===== config.mk =====
export PLATFORM = sky130hd
export DESIGN_NAME = lane_conditioning_config_bank
export DESIGN_NICKNAME = d
export VERILOG_FILES = /design/src/pkg/lane_cfg_pkg.sv /design/src/logic/lane_conditioning_config_bank.sv /design/src/logic/rx_detect_seq.sv
export SDC_FILE = /design/constraint.sdc
export NUM_CORES = 1
export LEC_CHECK = 0
export ABC_AREA = 1
export BUFFER_PORTS_ARGS = -buffer_cell sky130_fd_sc_hd__buf_4
export CORE_MARGIN = 5
export CORE_UTILIZATION = 30
export CTS_CLUSTER_DIAMETER = 50
export DETAILED_ROUTE_END_ITERATION = 10
export SYNTH_ARGS = -nofsm -noshare
export SYNTH_HDL_FRONTEND = slang
export SYNTH_HIERARCHICAL = 1
export SYNTH_SLANG_ARGS = --single-unit

===== constraint.sdc =====
create_clock -name CLK_SYS_I -period 5.9 [get_ports CLK_SYS_I]
set_input_delay 0.59 -clock CLK_SYS_I [delete_from_list [all_inputs] [get_ports CLK_SYS_I]]
set_output_delay 0.59 -clock CLK_SYS_I [all_outputs]
set_load 0.01 [all_outputs]

===== src/pkg/lane_cfg_pkg.sv =====
package lane_cfg_pkg;

	// register offsets
	localparam logic [7:0] ADDR_IDLE_DETECT_CTRL = 8'h39;
	localparam logic [7:0] ADDR_INPUT_BOOST      = 8'h3A;
	localparam logic [7:0] ADDR_OUTPUT_SWING     = 8'h3B;
	localparam logic [7:0] ADDR_EMPHASIS_STATUS  = 8'h3C;
	localparam logic [7:0] ADDR_IDLE_THRESHOLD   = 8'h3D;
	localparam logic [7:0] ADDR_RESERVED_GAP     = 8'h3E;
	localparam logic [7:0] ADDR_B0_DETECT_FORCE  = 8'h3F;

	// reset values
	localparam logic [7:0] RST_IDLE_DETECT_CTRL  = 8'h00;
	localparam logic [7:0] RST_INPUT_BOOST       = 8'h2F;
	localparam logic [7:0] RST_OUTPUT_SWING      = 8'hAD;
	localparam logic [2:0] RST_EMPHASIS_CODE     = 3'h2;
	localparam logic [3:0] RST_IDLE_THRESHOLD    = 4'h0;
	localparam logic [1:0] RST_B0_DETECT_FORCE   = 2'h0;

	// field positions
	localparam int IDLE_OVR_BIT      = 5;
	localparam int MUTE_SEL_BIT      = 4;
	localparam int RECEIVER_DETECT_MODE_LSB         = 2;
	localparam int SHORT_PROT_BIT    = 7;
	localparam int RATE_SEL_BIT      = 6;
	localparam int SWING_LSB         = 0;
	localparam int SQ_ASSERT_LSB     = 2;
	localparam int SQ_DEASSERT_LSB   = 0;
	localparam int FORCE_OFF_BIT     = 2;
	localparam int FORCE_ON_BIT      = 1;

	// receiver detect modes
	localparam logic [1:0] RECEIVER_DETECT_MODE_HIGHZ   = 2'h0;
	localparam logic [1:0] RECEIVER_DETECT_MODE_LIMITED = 2'h1;
	localparam logic [1:0] RECEIVER_DETECT_MODE_ENDLESS = 2'h2;
	localparam logic [1:0] RECEIVER_DETECT_MODE_FIXED50 = 2'h3;

	// rate pin codes and the detected gen3 rate code
	localparam logic [1:0] RATE_PIN_GEN3  = 2'h0;
	localparam logic [1:0] RATE_PIN_GEN12 = 2'h1;
	localparam logic [1:0] RATE_PIN_AUTO  = 2'h2;
	localparam logic [1:0] RATE_DET_GEN3  = 2'h3;

	// timing
	localparam int unsigned CLK_HZ               = 10_000_000;
	localparam int unsigned DETECT_PERIOD_MS     = 12;
	localparam int unsigned DETECT_PERIOD_CYCLES = DETECT_PERIOD_MS * (CLK_HZ / 1000);
	localparam int          DIV_W                = 17;
	localparam logic [5:0]  ATTEMPT_LIMIT        = 6'd50;

	// synchroniser width: receiver_detect_mode pin 2, rate pin 2, threshold pin 2,
	// far end 1, rate seen 2, idle 1, lane b0 signal 1
	localparam int SYNC_W = 11;

	typedef struct packed {
		logic [7:0] addr;
		logic [7:0] wdata;
		logic       wr;
		logic       rd;
	} reg_req_t;

	typedef struct packed {
		logic [1:0] receiver_detect_mode_pin;
		logic [1:0] rate_pin;
		logic [1:0] thr_pin;
		logic       far_end;
		logic [1:0] rate_seen;
		logic       idle_seen;
		logic       b0_signal;
	} pin_bus_t;

	typedef enum logic [4:0] {
		S_HIGHZ   = 5'b00001,
		S_SEARCH  = 5'b00010,
		S_GAVE_UP = 5'b00100,
		S_LINKED  = 5'b01000,
		S_FIXED   = 5'b10000
	} seq_state_t;

endpackage


===== src/logic/lane_conditioning_config_bank.sv =====
`timescale 1ns/1ps
// How it works
// - idle override selects mute bit, else auto idle
// - mute bit one mutes output, zero keeps on
// - mode 00 high impedance, 11 fixed 50 ohm
// - mode 01 tries every 12 ms, 50 times
// - mode 10 tries every 12 ms until found
// - modes 01 and 10: termination high impedance until found, then 50
// - written detect mode beats the mode pin
// - boost level eight bits, resets to 2F
// - swing bit 7 enables short protection; reset AD
// - rate bit 6: one gen1/2, zero gen3, overrides pin
// - swing code 000..110 maps 0.7..1.3 V
// - status bit 7 shows far end found
// - bits 6:5 show detected rate in auto
// - emphasis code three bits, default 010
// - assert threshold bits 3:2 override pin, default 00
// - deassert threshold bits 1:0 override pin, default 00
// - force off bit 2 forces detect inactive
// - force on bit 1 forces detect active
// - swing code 111 selects 1.4 V
module lane_conditioning_config_bank #(
	parameter int unsigned DETECT_CYCLES = lane_cfg_pkg::DETECT_PERIOD_CYCLES
) (
	// clock and reset
	input  wire logic       CLK_SYS_I,
	input  wire logic       SYS_RST_I,
	// register port
	input  wire logic [7:0] REG_ADDR_I,
	input  wire logic [7:0] REG_WDATA_I,
	input  wire logic       REG_WR_I,
	input  wire logic       REG_RD_I,
	output logic      [7:0] REG_RDATA_O,
	output logic            REG_ACK_O,
	// configuration pins
	input  wire logic [1:0] RECEIVER_DETECT_MODE_PIN_I,
	input  wire logic [1:0] RATE_MODE_PIN_I,
	input  wire logic [1:0] SQUELCH_THRESHOLD_PIN_I,
	// analog status
	input  wire logic       FAR_END_SEEN_I,
	input  wire logic [1:0] RATE_SEEN_I,
	input  wire logic       IDLE_SEEN_I,
	input  wire logic       LANE_B0_SIGNAL_I,
	// lane a2 controls
	output logic            LANE_MUTE_O,
	output logic            TERM_50_O,
	output logic            DETECT_ATTEMPT_O,
	output logic      [7:0] INPUT_BOOST_LEVEL_O,
	output logic      [2:0] OUTPUT_SWING_CODE_O,
	output logic            SHORT_PROT_EN_O,
	output logic            RATE_GEN12_O,
	output logic      [2:0] EMPHASIS_CODE_O,
	output logic      [1:0] SQ_ASSERT_CODE_O,
	output logic      [1:0] SQ_DEASSERT_CODE_O,
	// lane b0
	output logic            LANE_B0_DETECT_O
);
	function automatic logic hit(input logic [7:0] addr, input logic [7:0] target);
		hit = (addr == target);
	endfunction

	lane_cfg_pkg::reg_req_t req;
	lane_cfg_pkg::pin_bus_t pins;
	logic [lane_cfg_pkg::SYNC_W-1:0] raw_pins;
	logic [lane_cfg_pkg::SYNC_W-1:0] sync1;
	logic [lane_cfg_pkg::SYNC_W-1:0] sync2;
	logic [lane_cfg_pkg::SYNC_W-1:0] sync3;
	logic [lane_cfg_pkg::SYNC_W-1:0] settled;

	logic [7:0] idle_ctrl;
	logic [7:0] boost;
	logic [7:0] swing;
	logic [2:0] emphasis;
	logic [3:0] threshold;
	logic [1:0] b0_force;
	logic       receiver_detect_mode_written;
	logic       rate_written;
	logic       thr_written;
	logic [lane_cfg_pkg::DIV_W-1:0] div_cnt;
	logic       tick;
	logic       found;

	assign req = '{addr: REG_ADDR_I, wdata: REG_WDATA_I, wr: REG_WR_I, rd: REG_RD_I};
	assign raw_pins = {RECEIVER_DETECT_MODE_PIN_I, RATE_MODE_PIN_I, SQUELCH_THRESHOLD_PIN_I,
		FAR_END_SEEN_I, RATE_SEEN_I, IDLE_SEEN_I, LANE_B0_SIGNAL_I};
	assign pins = settled;

	// three stages; a level is taken only once stages two and three agree
	genvar g;
	generate
		for (g = 0; g < lane_cfg_pkg::SYNC_W; g++) begin : g_sync
			always_ff @(posedge CLK_SYS_I or posedge SYS_RST_I) begin
				if (SYS_RST_I) begin
					sync1[g]   <= 1'b0;
					sync2[g]   <= 1'b0;
					sync3[g]   <= 1'b0;
					settled[g] <= 1'b0;
				end else begin
					sync1[g] <= raw_pins[g];
					sync2[g] <= sync1[g];
					sync3[g] <= sync2[g];
					if (sync2[g] == sync3[g]) begin
						settled[g] <= sync3[g];
					end
				end
			end
		end
	endgenerate

	// write decode
	wire wr_idle  = req.wr && hit(req.addr, lane_cfg_pkg::ADDR_IDLE_DETECT_CTRL);
	wire wr_boost = req.wr && hit(req.addr, lane_cfg_pkg::ADDR_INPUT_BOOST);
	wire wr_swing = req.wr && hit(req.addr, lane_cfg_pkg::ADDR_OUTPUT_SWING);
	wire wr_emph  = req.wr && hit(req.addr, lane_cfg_pkg::ADDR_EMPHASIS_STATUS);
	wire wr_thr   = req.wr && hit(req.addr, lane_cfg_pkg::ADDR_IDLE_THRESHOLD);
	wire wr_force = req.wr && hit(req.addr, lane_cfg_pkg::ADDR_B0_DETECT_FORCE);

	// reserved bits are dropped on write so they always read zero
	wire [7:0] idle_wmask = 8'h3C;

	always_ff @(posedge CLK_SYS_I or posedge SYS_RST_I) begin
		if (SYS_RST_I) begin
			idle_ctrl <= lane_cfg_pkg::RST_IDLE_DETECT_CTRL;
			boost     <= lane_cfg_pkg::RST_INPUT_BOOST;
			swing     <= lane_cfg_pkg::RST_OUTPUT_SWING;
			emphasis  <= lane_cfg_pkg::RST_EMPHASIS_CODE;
			threshold <= lane_cfg_pkg::RST_IDLE_THRESHOLD;
			b0_force  <= lane_cfg_pkg::RST_B0_DETECT_FORCE;
		end else begin
			if (wr_idle)  idle_ctrl <= req.wdata & idle_wmask;
			if (wr_boost) boost <= req.wdata;
			// bits 5:3 kept as written; host is expected to write 101 there
			if (wr_swing) swing <= req.wdata;
			if (wr_emph)  emphasis <= req.wdata[2:0];
			if (wr_thr)   threshold <= req.wdata[3:0];
			if (wr_force) b0_force <= req.wdata[lane_cfg_pkg::FORCE_OFF_BIT:lane_cfg_pkg::FORCE_ON_BIT];
		end
	end

	// pin settings hold until software first writes the owning register
	always_ff @(posedge CLK_SYS_I or posedge SYS_RST_I) begin
		if (SYS_RST_I) begin
			receiver_detect_mode_written <= 1'b0;
			rate_written  <= 1'b0;
			thr_written   <= 1'b0;
		end else begin
			if (wr_idle)  receiver_detect_mode_written <= 1'b1;
			if (wr_swing) rate_written <= 1'b1;
			if (wr_thr)   thr_written <= 1'b1;
		end
	end

	// effective settings
	wire [1:0] reg_receiver_detect_mode = idle_ctrl[lane_cfg_pkg::RECEIVER_DETECT_MODE_LSB +: 2];
	wire [1:0] eff_receiver_detect_mode = receiver_detect_mode_written ? reg_receiver_detect_mode : pins.receiver_detect_mode_pin;
	wire       rate_auto = (pins.rate_pin == lane_cfg_pkg::RATE_PIN_AUTO);
	wire       pin_gen12 = rate_auto ? (pins.rate_seen != lane_cfg_pkg::RATE_DET_GEN3)
		: (pins.rate_pin == lane_cfg_pkg::RATE_PIN_GEN12);
	wire [1:0] rate_result = rate_auto ? pins.rate_seen : 2'h0;
	wire       idle_ovr  = idle_ctrl[lane_cfg_pkg::IDLE_OVR_BIT];
	wire       mute_sel  = idle_ctrl[lane_cfg_pkg::MUTE_SEL_BIT];
	wire       next_mute = idle_ovr ? mute_sel : pins.idle_seen;
	wire       force_off = b0_force[1];
	wire       force_on  = b0_force[0];
	// off wins if both force bits are set
	wire       next_b0   = force_off ? 1'b0 : (force_on ? 1'b1 : pins.b0_signal);

	always_ff @(posedge CLK_SYS_I or posedge SYS_RST_I) begin
		if (SYS_RST_I) begin
			LANE_MUTE_O      <= 1'b0;
			LANE_B0_DETECT_O <= 1'b0;
		end else begin
			LANE_MUTE_O      <= next_mute;
			LANE_B0_DETECT_O <= next_b0;
		end
	end

	// config fields come straight from register flops; rate and squelch codes follow the pins until their register is written
	assign INPUT_BOOST_LEVEL_O = boost;
	// all eight codes pass through, 000 lowest and 111 highest swing
	assign OUTPUT_SWING_CODE_O = swing[lane_cfg_pkg::SWING_LSB +: 3];
	assign SHORT_PROT_EN_O     = swing[lane_cfg_pkg::SHORT_PROT_BIT];
	assign RATE_GEN12_O        = rate_written ? swing[lane_cfg_pkg::RATE_SEL_BIT] : pin_gen12;
	assign EMPHASIS_CODE_O     = emphasis;
	// pin threshold code applies to both levels until software takes over
	assign SQ_ASSERT_CODE_O    = thr_written ? threshold[lane_cfg_pkg::SQ_ASSERT_LSB +: 2]
		: pins.thr_pin;
	assign SQ_DEASSERT_CODE_O  = thr_written ? threshold[lane_cfg_pkg::SQ_DEASSERT_LSB +: 2]
		: pins.thr_pin;

	// 12 ms beat for the detect sequencer
	wire div_wrap = (div_cnt == lane_cfg_pkg::DIV_W'(DETECT_CYCLES - 1));

	always_ff @(posedge CLK_SYS_I or posedge SYS_RST_I) begin
		if (SYS_RST_I) begin
			div_cnt <= '0;
			tick    <= 1'b0;
		end else begin
			div_cnt <= div_wrap ? '0 : div_cnt + 1'b1;
			tick    <= div_wrap;
		end
	end

	rx_detect_seq u_rx_detect_seq (
		.clk_i     (CLK_SYS_I),
		.rst_i     (SYS_RST_I),
		.tick_i    (tick),
		.mode_i    (eff_receiver_detect_mode),
		.far_end_i (pins.far_end),
		.term_50_o (TERM_50_O),
		.found_o   (found),
		.attempt_o (DETECT_ATTEMPT_O)
	);

	// read mux; unmapped and reserved offsets read zero
	wire [7:0] rd_emph = {found, rate_result, 2'b00, emphasis};
	wire [7:0] rd_value =
		hit(req.addr, lane_cfg_pkg::ADDR_IDLE_DETECT_CTRL) ? idle_ctrl :
		hit(req.addr, lane_cfg_pkg::ADDR_INPUT_BOOST)      ? boost :
		hit(req.addr, lane_cfg_pkg::ADDR_OUTPUT_SWING)     ? swing :
		hit(req.addr, lane_cfg_pkg::ADDR_EMPHASIS_STATUS)  ? rd_emph :
		hit(req.addr, lane_cfg_pkg::ADDR_IDLE_THRESHOLD)   ? {4'h0, threshold} :
		hit(req.addr, lane_cfg_pkg::ADDR_B0_DETECT_FORCE)  ? {5'h00, b0_force, 1'b0} :
		8'h00;

	always_ff @(posedge CLK_SYS_I or posedge SYS_RST_I) begin
		if (SYS_RST_I) begin
			REG_RDATA_O <= 8'h00;
			REG_ACK_O   <= 1'b0;
		end else begin
			REG_ACK_O <= req.rd || req.wr;
			if (req.rd) begin
				REG_RDATA_O <= rd_value;
			end
		end
	end
endmodule // lane_conditioning_config_bank


===== src/logic/rx_detect_seq.sv =====
`timescale 1ns/1ps
module rx_detect_seq (
	// clock and reset
	input  wire logic       clk_i,
	input  wire logic       rst_i,
	// control
	input  wire logic       tick_i,
	input  wire logic [1:0] mode_i,
	input  wire logic       far_end_i,
	// status
	output logic            term_50_o,
	output logic            found_o,
	output logic            attempt_o
);
	lane_cfg_pkg::seq_state_t state;
	lane_cfg_pkg::seq_state_t next_state;
	lane_cfg_pkg::seq_state_t entry_state;
	logic [1:0] mode_q;
	logic [5:0] attempts;
	wire        mode_changed = (mode_i != mode_q);
	wire        in_search    = (state == lane_cfg_pkg::S_SEARCH);
	wire        limit_hit    = (mode_i == lane_cfg_pkg::RECEIVER_DETECT_MODE_LIMITED)
		&& (attempts == lane_cfg_pkg::ATTEMPT_LIMIT);

	always_comb begin
		unique case (mode_i)
			lane_cfg_pkg::RECEIVER_DETECT_MODE_HIGHZ:   entry_state = lane_cfg_pkg::S_HIGHZ;
			lane_cfg_pkg::RECEIVER_DETECT_MODE_FIXED50: entry_state = lane_cfg_pkg::S_FIXED;
			default:                     entry_state = lane_cfg_pkg::S_SEARCH;
		endcase
	end

	always_comb begin
		next_state = state;
		if (mode_changed) begin
			next_state = entry_state;
		end else if (in_search && far_end_i) begin
			next_state = lane_cfg_pkg::S_LINKED;
		end else if (in_search && limit_hit) begin
			next_state = lane_cfg_pkg::S_GAVE_UP;
		end
	end

	always_ff @(posedge clk_i or posedge rst_i) begin
		if (rst_i) begin
			state     <= lane_cfg_pkg::S_HIGHZ;
			mode_q    <= lane_cfg_pkg::RECEIVER_DETECT_MODE_HIGHZ;
			attempts  <= 6'h00;
			attempt_o <= 1'b0;
		end else begin
			state     <= next_state;
			mode_q    <= mode_i;
			// attempts only on the 12 ms beat while still searching
			attempt_o <= in_search && !mode_changed && !far_end_i && !limit_hit && tick_i;
			if (mode_changed) begin
				attempts <= 6'h00;
			end else if (in_search && tick_i && !limit_hit) begin
				attempts <= attempts + 6'h01;
			end
		end
	end

	// high impedance everywhere except fixed and after a find
	assign term_50_o = (state == lane_cfg_pkg::S_LINKED) || (state == lane_cfg_pkg::S_FIXED);
	assign found_o   = (state == lane_cfg_pkg::S_LINKED);
endmodule // rx_detect_seq


==> metrics.cfg <==
[yosys]
postSynthAreaPerCell_um2 = 9.78
synth_cell_types = 40
ys_seq_area_frac = 0.574
async_reset_ff_frac = 1.00
syn-num-nets = 570
synth-warning-count = 6
netlist_area_um2 = 5210
syn-instance-count = 533
ys_seq_elements = 119
synth-edff-count = 0
dominantRegCellSynth = dfrtp_1

[clock_tree]
cts_resized = 0
cts-root-buf = clkbuf_16
cts_sinks = 119
clockBufferDepth = 2
cts_hold_buf = 0
clkTransAtPathRegs_ps = 60
cts_made_buffers = 17
clk_latency_ps = 410
htreeDepth = 4
postCtsSetupBuffers = 0
cts_tree = done

[die]
chipHeight_um = 142
fp.dieW_um = 142
boundaryPins = 64
core-area_um2 = 17200
rows = 48
initial_core_util = 0.304
die_area_um2 = 20100

[detailed_routing]
wire_per_inst_um = 13.2
drc = 0
antenna_left = 0
routed_via_density = 4.50
drt_iter0_markers = 190
num_vias = 3801
detail_route.first_pass.iterations = 5
drt-total-wl_mm = 11.2

[sta]
setup_viol = 0
relSlewSlack = 0.477
period_share = 0.334
max_freq_ghz = 0.507
rsz0062_at_grt = false
final_max_slew_viol_count = 0
hold_viol = 0
worst_slew_pin_slew_ps = 784
fin_tns_setup_ps = 0
fin_crit_ps = 1970
final.setup_skew_ps = 9.39

[hold_path]
hold_class = input port to async pin

[run]
drv_cap = 0

[setup_path]
crit_path_start_kind = register
r2r_start = receiver_detect_mode_written$_DFFE_PP0P_
worstPathArrival_ps = 1380
crit_path_max_fanout = 3
path_class = register to output pin
cp-end-kind = output pin
rr_endpoint = u_rx_detect_seq/attempts[2]$_DFFE_PP0P_
max_stage_delay_ps = 390
required_ps = 5310
path_cells = nor2_1 -> nand2_1 -> a21oi_1 -> buf_4
cp_slowest_cell = dfrtp_1
reg2reg_depth = 12
r2r_setup_slack_ps = 4230

[pwr]
power_density_nw_per_um2 = 322
peakVddDrop_v = 0.000174
power_mw = 2.10
p_leak_nw = 3.04

[grt]
grt_pass1_wl_mm = 18.9
grt_antenna_before_repair = 0
grt_max_degree = 65
gr-usage-all-layers = 0.119
grt.overflow.total = 0
grt_pass1_vias = 3821

[finish]
num-fill-cells = 1719
final_cell_mix = nand2_1 (122), dfrtp_1 (107), buf_4 (64)
area_growth_pct = 24.8
num-nets-final = 643
fin_cells = 844
diodes = 0
drive_above_1_share = 0.262
final_common_cell = nand2_1

[placed_design]
globalplace.congestion = 0.868
place_inst = 812
hpwlAfterDp_mm = 8.04
port_buffers = 63

[outcome]
status = complete, no violations

## per-layer routing
metal	vias to the layer above	track usage	part of all wire
met2	87	0.183	0.47
met5	-	0	0
met3	5	0.0371	0.050
li1	1876	-	-
met4	0	0.0364	0.0066
met1	1833	0.161	0.47
## power breakdown
| part | switching [mW] | internal, mW | leakage, nW |
|---|---|---|---|
| Combinational | 0.0864 | 0.0599 | 1.28 |
| Sequential | 0.0304 | 0.863 | 1.47 |
| Clock | 0.361 | 0.697 | 0.288 |
| Total | 0.478 | 1.62 | 3.04 |
## registers in the layout, summed over array words and instances, names as in the netlist, 2 cells and up
register	flops
sync2	11
threshold	4
REG_RDATA_O	8
INPUT_BOOST_LEVEL_O	8
div_cnt	17
u_rx_detect_seq/mode_q	2
idle_ctrl	4
u_rx_detect_seq/state	5
u_rx_detect_seq/attempts	6
EMPHASIS_CODE_O	3
pins	11
b0_force	2
sync1	11
sync3	11
swing	8
## area by class of cell
type,count,area (µm²),share of cell area
flip-flops and latches,119,2990,0.460
multi-input cells,338,1880,0.289
repair buffers,64,480,0.0739
clock buffers,21,470,0.0723
well taps,225,282,0.0433
inverters,66,250,0.0385
clock inverters,11,146,0.0225
## cell usage after synthesis (2+ instances only)
master / number / share of area
nor4_1: 2 / 0.0024
nand2_1: 122 / 0.088
nor2_2: 4 / 0.0048
nand3_4: 2 / 0.0067
nand3_1: 42 / 0.040
nand3_2: 3 / 0.0058
a21oi_1: 8 / 0.0077
o21ai_1: 14 / 0.013
maj3_1: 11 / 0.021
dfstp_2: 12 / 0.060
nor2_1: 31 / 0.022
or2_2: 2 / 0.0024
inv_1: 61 / 0.044
buf_6: 3 / 0.0065
nand2_2: 11 / 0.013
nand4_1: 16 / 0.019
nor3_1: 7 / 0.0067
o21ai_2: 16 / 0.027
dfrtp_1: 107 / 0.51
o211ai_1: 2 / 0.0029
inv_2: 4 / 0.0029
xor2_1: 10 / 0.017
nor2_4: 5 / 0.011
nor3_2: 2 / 0.0038
ha_1: 6 / 0.014
buf_4: 5 / 0.0072
o21ai_0: 12 / 0.012
## stage by stage
step	util	hold WS (ps)	area (µm²)	setup slack, ps
floorplan	-	331	5210	2570
global placement	0.343	335	5890	3900
detailed placement	0.343	336	5890	3830
CTS	0.379	264	6500	3900
global route	0.379	265	6500	3790
finish	0.379	250	6500	3930
## worst max-delay path: cells and delay by family, from the launching register on
family	cells	cell delay [ps]
buffers and inverters	1	140
and+or+nand+nor	2	280
AOI/OAI and AO/OA	1	160
DFF	1	390
## logic make-up (layout without fill, tap and decap cells)
family / Yosys count / in the layout / synth area share
AOI/OAI and AO/OA: 54 / 54 / 0.0653
xor gates and xnor gates: 11 / 11 / 0.0185
adders and majority gates: 17 / 17 / 0.0355
buffers and inverters: 76 / 162 / 0.0648
DFF: 119 / 119 / 0.574
muxes: 1 / 1 / 0.00216
and+or+nand+nor: 255 / 255 / 0.240
## worst max-delay path by stage
stage,start,end,cells past startpoint,slack (ps)
final,pins[7]$_DFFE_PP0N_,RATE_GEN12_O,4,3930
after global routing,pins[8]$_DFFE_PP0N_,RATE_GEN12_O,5,3790
after CTS,pins[7]$_DFFE_PP0N_,RATE_GEN12_O,4,3900
after detailed placement,REG_ADDR_I[6],REG_RDATA_O[0]$_DFFE_PP0P_,10,3830
after global placement,REG_ADDR_I[6],swing[4]$_DFFE_PP0P_,7,3900
after floorplan,SYS_RST_I,EMPHASIS_CODE_O[0]$_DFFE_PP0P_,1,2570
No activity file was read; power rests on OpenSTA's default activity.
